File: src/psc_pkg.sv
// Purpose: constants for the pseudo-static RAM host port controller
// Assumes: 25 MHz clock (40 ns period), 16-bit data, async RAM on pins
// Notes: all timings are held in their own unit and turned into cycle counts here
package psc_pkg;
   // ----------------------------------------
   // clock and timing figures
   // ----------------------------------------
   localparam int CLK_PERIOD_NS = 40;
   localparam int READ_CYCLE_NS = 70;          // read_cycle_length
   localparam int WRITE_PULSE_NS = 55;         // write_pulse_width, single write
   localparam int WRITE_PULSE_LONG_NS = 70;    // write_pulse_width, long runs
   localparam int LONG_RUN_WRITES = 50;
   localparam int WRITE_RECOVERY_NS = 0;       // write_recovery_time
   localparam int DATA_SETUP_NS = 30;
   localparam int REFRESH_WINDOW_NS = 4000;
   localparam int SUSPEND_NS = 500000;
   localparam int WAKE_NS = 200000;
   // least times round up, at least one cycle
   function automatic int cyc_min(input int ns);
      int c;
      c = (ns + CLK_PERIOD_NS - 1) / CLK_PERIOD_NS;
      return (c < 1) ? 1 : c;
   endfunction
   // longest times round down
   function automatic int cyc_max(input int ns);
      int c;
      c = ns / CLK_PERIOD_NS;
      return (c < 1) ? 1 : c;
   endfunction
   localparam int READ_CYC = cyc_min(READ_CYCLE_NS);
   localparam int WP_CYC = cyc_min(WRITE_PULSE_NS);
   localparam int WP_LONG_CYC = cyc_min(WRITE_PULSE_LONG_NS);
   localparam int WR_CYC = cyc_min(WRITE_RECOVERY_NS);
   localparam int DSETUP_CYC = cyc_min(DATA_SETUP_NS);
   localparam int REFRESH_CYC = cyc_max(REFRESH_WINDOW_NS);
   localparam int SUSPEND_CYC = cyc_min(SUSPEND_NS);
   localparam int WAKE_CYC = cyc_min(WAKE_NS);
   localparam int CNT_W = 16;
   // ----------------------------------------
   // sequencer states
   // ----------------------------------------
   typedef enum logic [2:0] {
      PSC_IDLE = 3'b000,
      PSC_READ = 3'b001,
      PSC_WRITE = 3'b010,
      PSC_RECOV = 3'b011,
      PSC_SLEEP = 3'b100,
      PSC_WAKE = 3'b101,
      PSC_BREAK = 3'b110
   } psc_state_type;
endpackage

File: src/psc_timer_if.sv
// Purpose: carrier between sequencer and its cycle timer
// Assumes: one clock domain
// Notes: load starts a count, done pulses when it expires
`timescale 1ns/10ps
interface psc_timer_if;
   import psc_pkg::*;
   logic load;
   logic [CNT_W+4:0] count;
   logic done;
   modport seq (output load, output count, input done);
   modport tmr (input load, input count, output done);
endinterface

File: src/psc_timer.sv
// Purpose: down counter that times each phase of the pin sequence
// Assumes: load and count come from the sequencer in the same domain
// Notes: done is a one-cycle pulse when the loaded count reaches one
`timescale 1ns/10ps
module psc_timer
   import psc_pkg::*;
(
   // clock and reset
   input wire logic CLOCK,
   input wire logic RESET_N,
   // sequencer side
   psc_timer_if.tmr tif
);
   logic [CNT_W+4:0] cnt_ff;

   // ----------------------------------------
   // count down
   // ----------------------------------------
   // done decodes the last count, so a phase loaded with n lasts exactly n cycles
   always_ff @(posedge CLOCK) begin
      if (!RESET_N) begin
         cnt_ff <= '0;
      end else if (tif.load) begin
         cnt_ff <= tif.count;
      end else if (cnt_ff != '0) begin
         cnt_ff <= cnt_ff - 21'h000001;
      end
   end
   // not gated by load: the sequencer raises load from done, a gate would close a loop
   assign tif.done = (cnt_ff == 21'h000001);
endmodule

File: src/psc_host.sv
// Purpose: host controller driving an asynchronous pseudo-static RAM
// Assumes: user requests are on CLOCK; RAM data returns asynchronously
// Notes: one access at a time; REQ_READY high when a request is taken
`timescale 1ns/10ps
module psc_host
   import psc_pkg::*;
#(
   parameter int ADDR_W = 22,
   parameter int SUSPEND_CYCLES = SUSPEND_CYC,
   parameter int WAKE_CYCLES = WAKE_CYC,
   parameter int REFRESH_CYCLES = REFRESH_CYC
)
(
   // clock and reset
   input wire logic CLOCK,
   input wire logic RESET_N,
   // user request
   input wire logic REQ_VALID,
   input wire logic REQ_WRITE,
   input wire logic [1:0] REQ_LANES,
   input wire logic [ADDR_W-1:0] REQ_ADDR,
   input wire logic [15:0] REQ_WDATA,
   output logic REQ_READY,
   output logic RD_VALID,
   output logic [15:0] RD_DATA,
   // power control
   input wire logic SLEEP_REQ,
   input wire logic WAKE_REQ,
   output logic ASLEEP,
   // memory pins
   output logic PRIMARY_SELECT_N,
   output logic POWER_KEEP_SELECT,
   output logic WRITE_STROBE_N,
   output logic OUTPUT_GATE_N,
   output logic UPPER_LANE_ENABLE_N,
   output logic LOWER_LANE_ENABLE_N,
   output logic [ADDR_W-1:0] ADDR,
   output logic [15:0] DQ_O,
   output logic DQ_OE,
   input wire logic [15:0] DQ_I
);
   psc_timer_if tif();
   psc_timer u_timer (
      .CLOCK(CLOCK),
      .RESET_N(RESET_N),
      .tif(tif)
   );

   psc_state_type state_ff, nxt_state;
   logic [15:0] dq_s1_ff, dq_s2_ff;
   logic [6:0] run_ff;
   logic [CNT_W+4:0] idle_ff;
   logic susp_ok_ff;
   logic dq_sample;
   logic [CNT_W+4:0] nxt_count;
   logic nxt_load;

   // ----------------------------------------
   // data pin synchroniser
   // ----------------------------------------
   // two stages; value is stable by the time it is taken since select is held a full cycle
   always_ff @(posedge CLOCK) begin
      if (!RESET_N) begin
         dq_s1_ff <= 16'h0000;
         dq_s2_ff <= 16'h0000;
      end else begin
         dq_s1_ff <= DQ_I;
         dq_s2_ff <= dq_s1_ff;
      end
   end

   // ----------------------------------------
   // sequencer
   // ----------------------------------------
   // write pulse grows to the long minimum once a run exceeds the count
   function automatic logic [CNT_W+4:0] wp_len(input logic [6:0] run);
      return (run >= 7'(LONG_RUN_WRITES)) ? 21'(WP_LONG_CYC) : 21'(WP_CYC);
   endfunction

   always_comb begin
      nxt_state = state_ff;
      nxt_load = 1'b0;
      nxt_count = '0;
      unique case (state_ff)
         PSC_IDLE: begin
            if (SLEEP_REQ) begin
               nxt_state = PSC_SLEEP;
               nxt_load = 1'b1;
               nxt_count = 21'(SUSPEND_CYCLES);
            end else if (idle_ff >= 21'(REFRESH_CYCLES - READ_CYC - 2)) begin
               // standby one full read cycle length before the window closes
               nxt_state = PSC_BREAK;
               nxt_load = 1'b1;
               nxt_count = 21'(READ_CYC);
            end else if (REQ_VALID && REQ_LANES != 2'b00) begin
               nxt_state = REQ_WRITE ? PSC_WRITE : PSC_READ;
               nxt_load = 1'b1;
               // data setup ends before strobe rises, so pulse covers it
               nxt_count = REQ_WRITE ? wp_len(run_ff) : 21'(READ_CYC + 2);
            end
         end
         PSC_READ: if (tif.done) nxt_state = PSC_IDLE;
         PSC_WRITE: if (tif.done) begin
            nxt_state = PSC_RECOV;
            nxt_load = 1'b1;
            nxt_count = 21'(WR_CYC);
         end
         PSC_RECOV: if (tif.done) nxt_state = PSC_IDLE;
         PSC_BREAK: if (tif.done) nxt_state = PSC_IDLE;
         PSC_SLEEP: if (WAKE_REQ && susp_ok_ff) begin
            nxt_state = PSC_WAKE;
            nxt_load = 1'b1;
            nxt_count = 21'(WAKE_CYCLES);
         end
         PSC_WAKE: if (tif.done) nxt_state = PSC_IDLE;
         default: nxt_state = PSC_IDLE;
      endcase
   end
   assign tif.load = nxt_load;
   assign tif.count = nxt_count;

   always_ff @(posedge CLOCK) begin
      if (!RESET_N) begin
         state_ff <= PSC_IDLE;
      end else begin
         state_ff <= nxt_state;
      end
   end

   // ----------------------------------------
   // write run and refresh watch
   // ----------------------------------------
   // run resets after any non-write so isolated writes keep the short pulse
   always_ff @(posedge CLOCK) begin
      if (!RESET_N) begin
         run_ff <= 7'h00;
      end else if (state_ff == PSC_IDLE && nxt_state == PSC_WRITE) begin
         if (run_ff != 7'h7f) run_ff <= run_ff + 7'h01;
      end else if (state_ff == PSC_IDLE && nxt_state != PSC_IDLE) begin
         run_ff <= 7'h00;
      end
   end

   // any full read or standby break restarts the 4 us window
   always_ff @(posedge CLOCK) begin
      if (!RESET_N) begin
         idle_ff <= '0;
      end else if (state_ff == PSC_READ || state_ff == PSC_BREAK || state_ff == PSC_SLEEP
                   || state_ff == PSC_WAKE) begin
         idle_ff <= '0;
      end else begin
         idle_ff <= idle_ff + 21'h000001;
      end
   end

   // ----------------------------------------
   // suspend wait
   // ----------------------------------------
   // wake is held off until the suspend period has run out; waking earlier would
   // start the power-up sequence while the device may still be entering power-down
   always_ff @(posedge CLOCK) begin
      if (!RESET_N) begin
         susp_ok_ff <= 1'b0;
      end else if (state_ff == PSC_SLEEP && tif.done) begin
         susp_ok_ff <= 1'b1;
      end else if (state_ff != PSC_SLEEP) begin
         susp_ok_ff <= 1'b0;
      end
   end

   // ----------------------------------------
   // pin drivers
   // ----------------------------------------
   // select and strobe fall together and rise together so the overlap is the pulse
   always_ff @(posedge CLOCK) begin
      if (!RESET_N) begin
         PRIMARY_SELECT_N <= 1'b1;
         WRITE_STROBE_N <= 1'b1;
         OUTPUT_GATE_N <= 1'b1;
         UPPER_LANE_ENABLE_N <= 1'b1;
         LOWER_LANE_ENABLE_N <= 1'b1;
         POWER_KEEP_SELECT <= 1'b0;
         ADDR <= '0;
         DQ_O <= 16'h0000;
         DQ_OE <= 1'b0;
      end else begin
         PRIMARY_SELECT_N <= !(nxt_state == PSC_WRITE || nxt_state == PSC_READ);
         WRITE_STROBE_N <= !(nxt_state == PSC_WRITE);
         OUTPUT_GATE_N <= !(nxt_state == PSC_READ);
         // secondary select low only in reset and while asleep; high again begins wake-up
         POWER_KEEP_SELECT <= !(nxt_state == PSC_SLEEP);
         DQ_OE <= (nxt_state == PSC_WRITE);
         if (state_ff == PSC_IDLE && (nxt_state == PSC_WRITE || nxt_state == PSC_READ)) begin
            UPPER_LANE_ENABLE_N <= !REQ_LANES[1];
            LOWER_LANE_ENABLE_N <= !REQ_LANES[0];
            ADDR <= REQ_ADDR;
            DQ_O <= REQ_WDATA;
         end else if (nxt_state == PSC_IDLE || nxt_state == PSC_BREAK) begin
            UPPER_LANE_ENABLE_N <= 1'b1;
            LOWER_LANE_ENABLE_N <= 1'b1;
         end
      end
   end

   // ----------------------------------------
   // user side
   // ----------------------------------------
   // read data taken at the end of the cycle; disabled lanes float, so their bytes are forced to zero here
   assign dq_sample = (state_ff == PSC_READ) && tif.done;
   always_ff @(posedge CLOCK) begin
      if (!RESET_N) begin
         REQ_READY <= 1'b0;
         RD_VALID <= 1'b0;
         RD_DATA <= 16'h0000;
         ASLEEP <= 1'b0;
      end else begin
         REQ_READY <= state_ff == PSC_IDLE && nxt_state != PSC_IDLE && nxt_state != PSC_SLEEP
                      && nxt_state != PSC_BREAK;
         RD_VALID <= dq_sample;
         if (dq_sample) begin
            RD_DATA <= {UPPER_LANE_ENABLE_N ? 8'h00 : dq_s2_ff[15:8],
                        LOWER_LANE_ENABLE_N ? 8'h00 : dq_s2_ff[7:0]};
         end
         ASLEEP <= (nxt_state == PSC_SLEEP) || (nxt_state == PSC_WAKE);
      end
   end
endmodule

File: config.mk
export PLATFORM = sky130hd
export DESIGN_NAME = psc_host
export DESIGN_NICKNAME = d
export VERILOG_FILES = /design/src/psc_pkg.sv /design/src/psc_timer_if.sv /design/src/psc_timer.sv /design/src/psc_host.sv
export SDC_FILE = /design/constraint.sdc
export NUM_CORES = 1
export LEC_CHECK = 0
export ABC_AREA = 1
export BUFFER_PORTS_ARGS = -buffer_cell sky130_fd_sc_hd__buf_2
export CAP_MARGIN = 30
export CORE_ASPECT_RATIO = 0.5
export CORE_MARGIN = 1.5
export CORE_UTILIZATION = 49
export CTS_CLUSTER_DIAMETER = 100
export DETAILED_ROUTE_END_ITERATION = 7
export PLACE_DENSITY = 0.79
export REMOVE_ABC_BUFFERS = 1
export SYNTH_ARGS = -nofsm -noshare
export SYNTH_HDL_FRONTEND = slang
export SYNTH_HIERARCHICAL = 1
export SYNTH_SLANG_ARGS = --single-unit
File: constraint.sdc
create_clock -name CLOCK -period 2.2 [get_ports CLOCK]
set_input_delay 0.55 -clock CLOCK [delete_from_list [all_inputs] [get_ports CLOCK]]
set_output_delay 0.55 -clock CLOCK [all_outputs]
set_load 0.1 [all_outputs]
After elaboration in Yosys (flattened, before gate mapping):

Index checks and enable logic that the tools add are counted.

* input port bits: 62
* output and inout bits: 64
* register bits after elaboration: 142

* reduce and logical (&&, ||, !) cells: 30
* muxes and demuxes: 30
* bitwise logic cells: 1
* add/sub/neg operators: 2
* equal/unequal tests: 15
* magnitude comparators: 1

Operators by type and width (count)
* $mux 21: 2
* $pmux 14 s3: 1
* $mux 3: 9
* $add 21x1->21 const B: 1
* $eq 21x1->1 const B: 1
* $ge 21x7->1 const B: 1
* $reduce_bool 21->1: 1
* $sub 21x1->21 const B: 1
* $eq 3x3->1 const B: 6
* $mux 8: 2
* $mux 14: 1
* $mux 13: 1
* $pmux 3 s4: 1
* $mux 1: 11
* $eq 3x2->1 const B: 3
* $ne 3x3->1 const B: 3
* $logic_and 1x1->1: 8
* $reduce_bool 2->1: 4
* $eq 3x1->1 const B: 2
* $logic_not 1->1: 6
* $logic_not 3->1: 2
* $logic_or 1x1->1: 6
* $reduce_or 4->1: 1
* $pmux 1 s3: 1
* 4 further kinds: 4

Depth between registers and ports, before layout:

* word-level depth: 10
* mapped depth: 16
* gate-level depth less buffers: 16

Cells and area by module:

The synthesis kept the hierarchy.

Modules (own cells, without submodules)
* psc_host: cells each 585, area an instance 4576.9 µm², sequential area each 2422.3 µm², instances 1
* psc_timer: cells each 235, area an instance 1505.2 µm², sequential area each 420.4 µm², instances 1

Worst setup path after synthesis:

Ideal clock, no wire load.

* kind: register to register
* from: register u_timer.cnt_ff[8]
* to: register RD_DATA[10]
* path slack: -0.125 ns
* stages on the path, launching flop included: 11
* arrival: 2.192 ns
* cells stage by stage: dfxtp_1 > nor2_2 > nand2_2 > nor2_1 > nor4b_1 > inv_1 > nor3_2 > clkinv_1 > clkbuf_1 > nand2_1 > a21oi_1

* longest elaborated chain between the ends: 2

RTL lines
* start: declaration: RTL line psc_timer.sv:14 `logic [CNT_W+4:0] cnt_ff;`
* start signal: assignment: RTL line psc_timer.sv:24 `cnt_ff <= tif.count;`
* start signal: assignment: RTL line psc_timer.sv:26 `cnt_ff <= cnt_ff - 21'h000001;`
* $eq 21x1->1: RTL line psc_timer.sv:30 `assign tif.done = (cnt_ff == 21'h000001);`
* via tif.done: RTL line psc_timer_if.sv:9 `logic done;`
* $logic_and 1x1->1: RTL line psc_host.sv:209 `assign dq_sample = (state_ff == PSC_READ) && tif.done;`
* end signal: assignment: RTL line psc_host.sv:221 `RD_DATA <= {UPPER_LANE_ENABLE_N ? 8'h00 : dq_s2_ff[15:8],`
* end: declaration: RTL line psc_host.sv:25 `output logic [15:0] RD_DATA,`

The timed path passes the listed nets, and every way through them passes these cells.
A chain may end at the register's enable or synchronous reset.

Final worst setup path:

* from: register u_timer.cnt_ff[14]
* to: register DQ_O[1]

* longest elaborated chain between the ends: 6
* elaborated cells on any way between the ends: 8
* classes of those cells: eq/ne: 3; mux: 3; reduce/logical: 2

RTL lines
* $eq 21x1->1 *: RTL line psc_timer.sv:30
* via tif.done: RTL line psc_timer_if.sv:9
* $mux 3, on equally long branches
* $pmux 3 s4 *: RTL line psc_host.sv:84 `unique case (state_ff)`
* $eq 3x2->1 or $eq 3x1->1 (tied branches): RTL line psc_host.sv:193 `if (state_ff == PSC_IDLE && (nxt_state == PSC_WRITE || nxt_state == PSC_READ)) begin`
* $logic_or 1x1->1 *: RTL line psc_host.sv:193
* $logic_and 1x1->1 *: RTL line psc_host.sv:193
* end signal: assignment: RTL line psc_host.sv:184 `DQ_O <= 16'h0000;`
* end signal: assignment: RTL line psc_host.sv:197 `DQ_O <= REQ_WDATA;`
* end: declaration: RTL line psc_host.sv:38 `output logic [15:0] DQ_O,`

The timed path passes the listed nets; every way through them passes the cells marked *.

==> results by group <==
Pwr
  – Pwr Density: 1010 nW/µm²
  – Max VDD drop: 0.000607 V
  – Pleak: 4.05 nW
  – Final total power: 8.48 mW

STA
  – Slew @ Worst Pin: 667 ps
  – Setup Skew: 12.9 ps
  – Minimum clock period: 2320 ps
  – Final Setup Violations: 49
  – Final Hold Fails: 0
  – RSZ-0062 raised after global routing: yes
  – Max_slew headroom: 55.5%
  – Setup ws final: -116 ps
  – Fin crit share: 105%
  – Max Slew Vio Count: 0
  – Fmax: 432 MHz

Place
  – Port-buffer cells: 125
  – Placer Congestion: 0.831
  – HPWL after DPL: 10.1 mm
  – Placed instance count: 1134

Worst setup path
  – Crit start category: register
  – R2R Path End: DQ_O[1]$_SDFFE_PN0P_
  – CP endpoint kind: register
  – Worst reg2reg path depth: 16
  – Max FO, Critical Path: 7
  – Reg-to-reg setup timing slack: -120 ps
  – Worst path required time: 2530 ps
  – Crit Path Class: register to register
  – Critical path data arrival time: 2640 ps
  – R2R Path Start: u_timer/cnt_ff[14]$_SDFFE_PN0P_

Status
  – Status: finished with violations
  – Failing checks: setup timing

Layout
  – Share of cells above drive strength 1: 33.2%
  – Final Util: 70.1%
  – Area of the multi-input gates: 3060 µm²
  – Number of nets in the layout: 1081
  – Register area: 2850 µm²
  – Non-filler cells, final: 1192
  – Area Overhead vs Synth: 37.8%
  – Ant diodes: 0
  – Filler cells: 820

GRT
  – Initial antenna violation count: 0
  – Largest net degree at the start of global routing: 62
  – First-pass GRT wire length: 26.4 mm
  – Vias in the first global route: 5790
  – Total track usage: 24.9%
  – GRT Residual Overflow: 0

Logic synthesis
  – Synth cell types: 36
  – Mapped Cells: 820
  – Post-Synth Adder-Cell Area: 1.03%
  – Mapped Avg Cell Area: 7.42 µm²
  – Complex-gate fraction of the synthesized area: 8.06%
  – Count leader, synth: nand2_1
  – Simple-Gate Fraction of Synth Area: 33.4%
  – Synth cell count leaders: nand2_1 (191), dfxtp_1 (142), nor2_1 (92)
  – Mux contribution to synthesized area: 0%
  – Share of the yosys chip area belonging to registers: 46.7%
  – Synthesized flop and latch total: 142
  – Synth async-reset ratio: 0%
  – Mapped Area: 6080 µm²
  – Synth Area in XOR/XNOR: 1.87%
  – Top cells by area, synth: dfxtp_1 (47%), nand2_1 (12%), a21oi_1 (6.0%)
  – Cell taking the most area after synthesis: dfxtp_1
  – Ys flop type: dfxtp_1
  – EDFF count, synth: 0
  – Yosys top cell area share: 46.7%
  – Largest family of logic cells by synthesized area: simple AND/OR/NAND/NOR gates
  – Yosys warns: 6

CTS
  – Worst-skew pair later-pin latency: 420 ps
  – Clock Tree Root: clkbuf_16
  – H-tree depth: 4
  – Clk sink count: 142
  – Clk slew on worst S/H paths: 70 ps
  – CTS buffer count: 17
  – Max clock buf depth: 2
  – Cts hold-fix bufs: 0
  – TritonCTS clock tree: yes

Die
  – Die Area: 13100 µm²
  – # rows: 28
  – Initial Util: 50.9%
  – Ports: 126
  – Die Wd: 161 µm
  – Die Y-Extent: 81.8 µm
  – Core ar.: 11900 µm²

Route
  – DRC: 0
  – DRT antenna net count: 0
  – Vias: 6260
  – Drt wl/cell: 14.7 µm
  – 1st-pass router iterations: 5
  – Post-Route WL: 17.5 mm
  – Drt via density: 5.25
  – Initial drt markers: 566

Hold path
  – WHS Endpoint: dq_s1_ff[14]$_SDFF_PN0_
  – HP Start: DQ_I[14]
  – Hold Path Stages: 3
  – HP Class: input pin to register

Job
  – Max_cap viols: 0
## cell usage in the layout, fill, tap and decap left out, drive strengths merged, types with 3 or more instances in the layout
cell    count
ha          5
buf       200
nand3b      5
nand2     199
nor2      112
nand3      57
clkinv      5
conb       10
clkbuf     18
dfxtp     142
xnor2       7
o211ai      3
a21oi      73
or2         5
nor3        7
xor2        6
o21ai      16
nand4      49
inv       102
## cell families (layout without fill, tap and decap cells)
logic type / count (synthesis) / after routing
DFF: 142 / 142
adders and majority gates: 5 / 5
and+or+nand+nor: 435 / 436
other: 1 / 10
xor gates and xnor gates: 13 / 13
buffers and inverters: 130 / 327
AOI/OAI and AO/OA: 94 / 94
## stage by stage
| step | setup TNS, ps | worst slack [ps] | area (µm²) | hold slack, ps |
|---|---|---|---|---|
| after global placement | -2940 | -111 | 7190 | 394 |
| after floorplan | -42000 | -757 | 5930 | 390 |
| after CTS | 0 | 5.11 | 8070 | 308 |
| final | -2850 | -116 | 8380 | 318 |
| after detailed placement | -7250 | -195 | 7190 | 395 |
| after global routing | -11620 | -268 | 8380 | 310 |
## per-layer routing
| metal | vias up | routed length (µm) | share of wire (%) | track usage (%) |
|---|---|---|---|---|
| met5 | - | 0 | 0 | 0 |
| met4 | 0 | 594 | 3.4 | 11.2 |
| met3 | 61 | 958 | 5.5 | 5.05 |
| li1 | 3020 | - | - | - |
| met2 | 269 | 8870 | 51 | 45.9 |
| met1 | 2910 | 7110 | 41 | 28.7 |
## worst max-delay path, cell delays in order, from the launching register on
cell,delay (ps)
dfxtp_2,340
nor2_4,120
nand2_2,90
nor2_4,130
nor4b_4,200
buf_4,160
inv_2,50
nand2_1,90
nand2_1,80
nand2_2,100
nand2_4,90
inv_4,80
nand3_4,100
nand3_4,190
buf_12,180
nand2_4,40
a21oi_1,180
## area by class of cell
| class | count | share of cell area, % |
|---|---|---|
| multi-input combinational | 558 | 36.6 |
| sequential | 142 | 34.0 |
| timing repair buffer | 201 | 15.6 |
| clock buffer | 17 | 5.08 |
| inverter | 94 | 4.26 |
| tap | 165 | 2.46 |
| clock inverter | 15 | 2.00 |
## repair_timing
| item | in CTS | in global routing |
|---|---|---|
| buffers inserted | 17 | 4 |
| pin swaps | 13 | 11 |
| resized for setup | 29 | 72 |
| setup endpoints to repair | 81 | 68 |
| cloned | 3 | 2 |
## registers in the layout, indices dropped and copies added, names as in the netlist, 3 cells and up
name,cells
DQ_O,16
dq_s2_ff,16
u_timer/cnt_ff,21
state_ff,3
dq_s1_ff,16
idle_ff,21
ADDR,22
RD_DATA,16
## worst max path at each step
| stage | startpoint | endpoint | slack, ps |
|---|---|---|---|
| after global placement | u_timer/cnt_ff[11]$_SDFFE_PN0P_ | ADDR[19]$_SDFFE_PN0P_ | -110 |
| after CTS | u_timer/cnt_ff[11]$_SDFFE_PN0P_ | ADDR[8]$_SDFFE_PN0P_ | 5 |
| after global routing | u_timer/cnt_ff[14]$_SDFFE_PN0P_ | ADDR[0]$_SDFFE_PN0P_ | -270 |
| after detailed placement | u_timer/cnt_ff[11]$_SDFFE_PN0P_ | ADDR[19]$_SDFFE_PN0P_ | -190 |
| after floorplan | u_timer/cnt_ff[8]$_SDFFE_PN0P_ | ADDR[0]$_SDFFE_PN0P_ | -760 |
| final | u_timer/cnt_ff[14]$_SDFFE_PN0P_ | DQ_O[1]$_SDFFE_PN0P_ | -120 |
## where the power goes
| part | switching [mW] | internal [mW] | leakage (nW) |
|---|---|---|---|
| Clock | 1.27 | 1.62 | 0.292 |
| Sequential | 0.159 | 2.77 | 1.16 |
| Combinational | 1.79 | 0.863 | 2.59 |
| Total | 3.22 | 5.26 | 4.05 |
No activity file was read; power rests on OpenSTA's default activity.
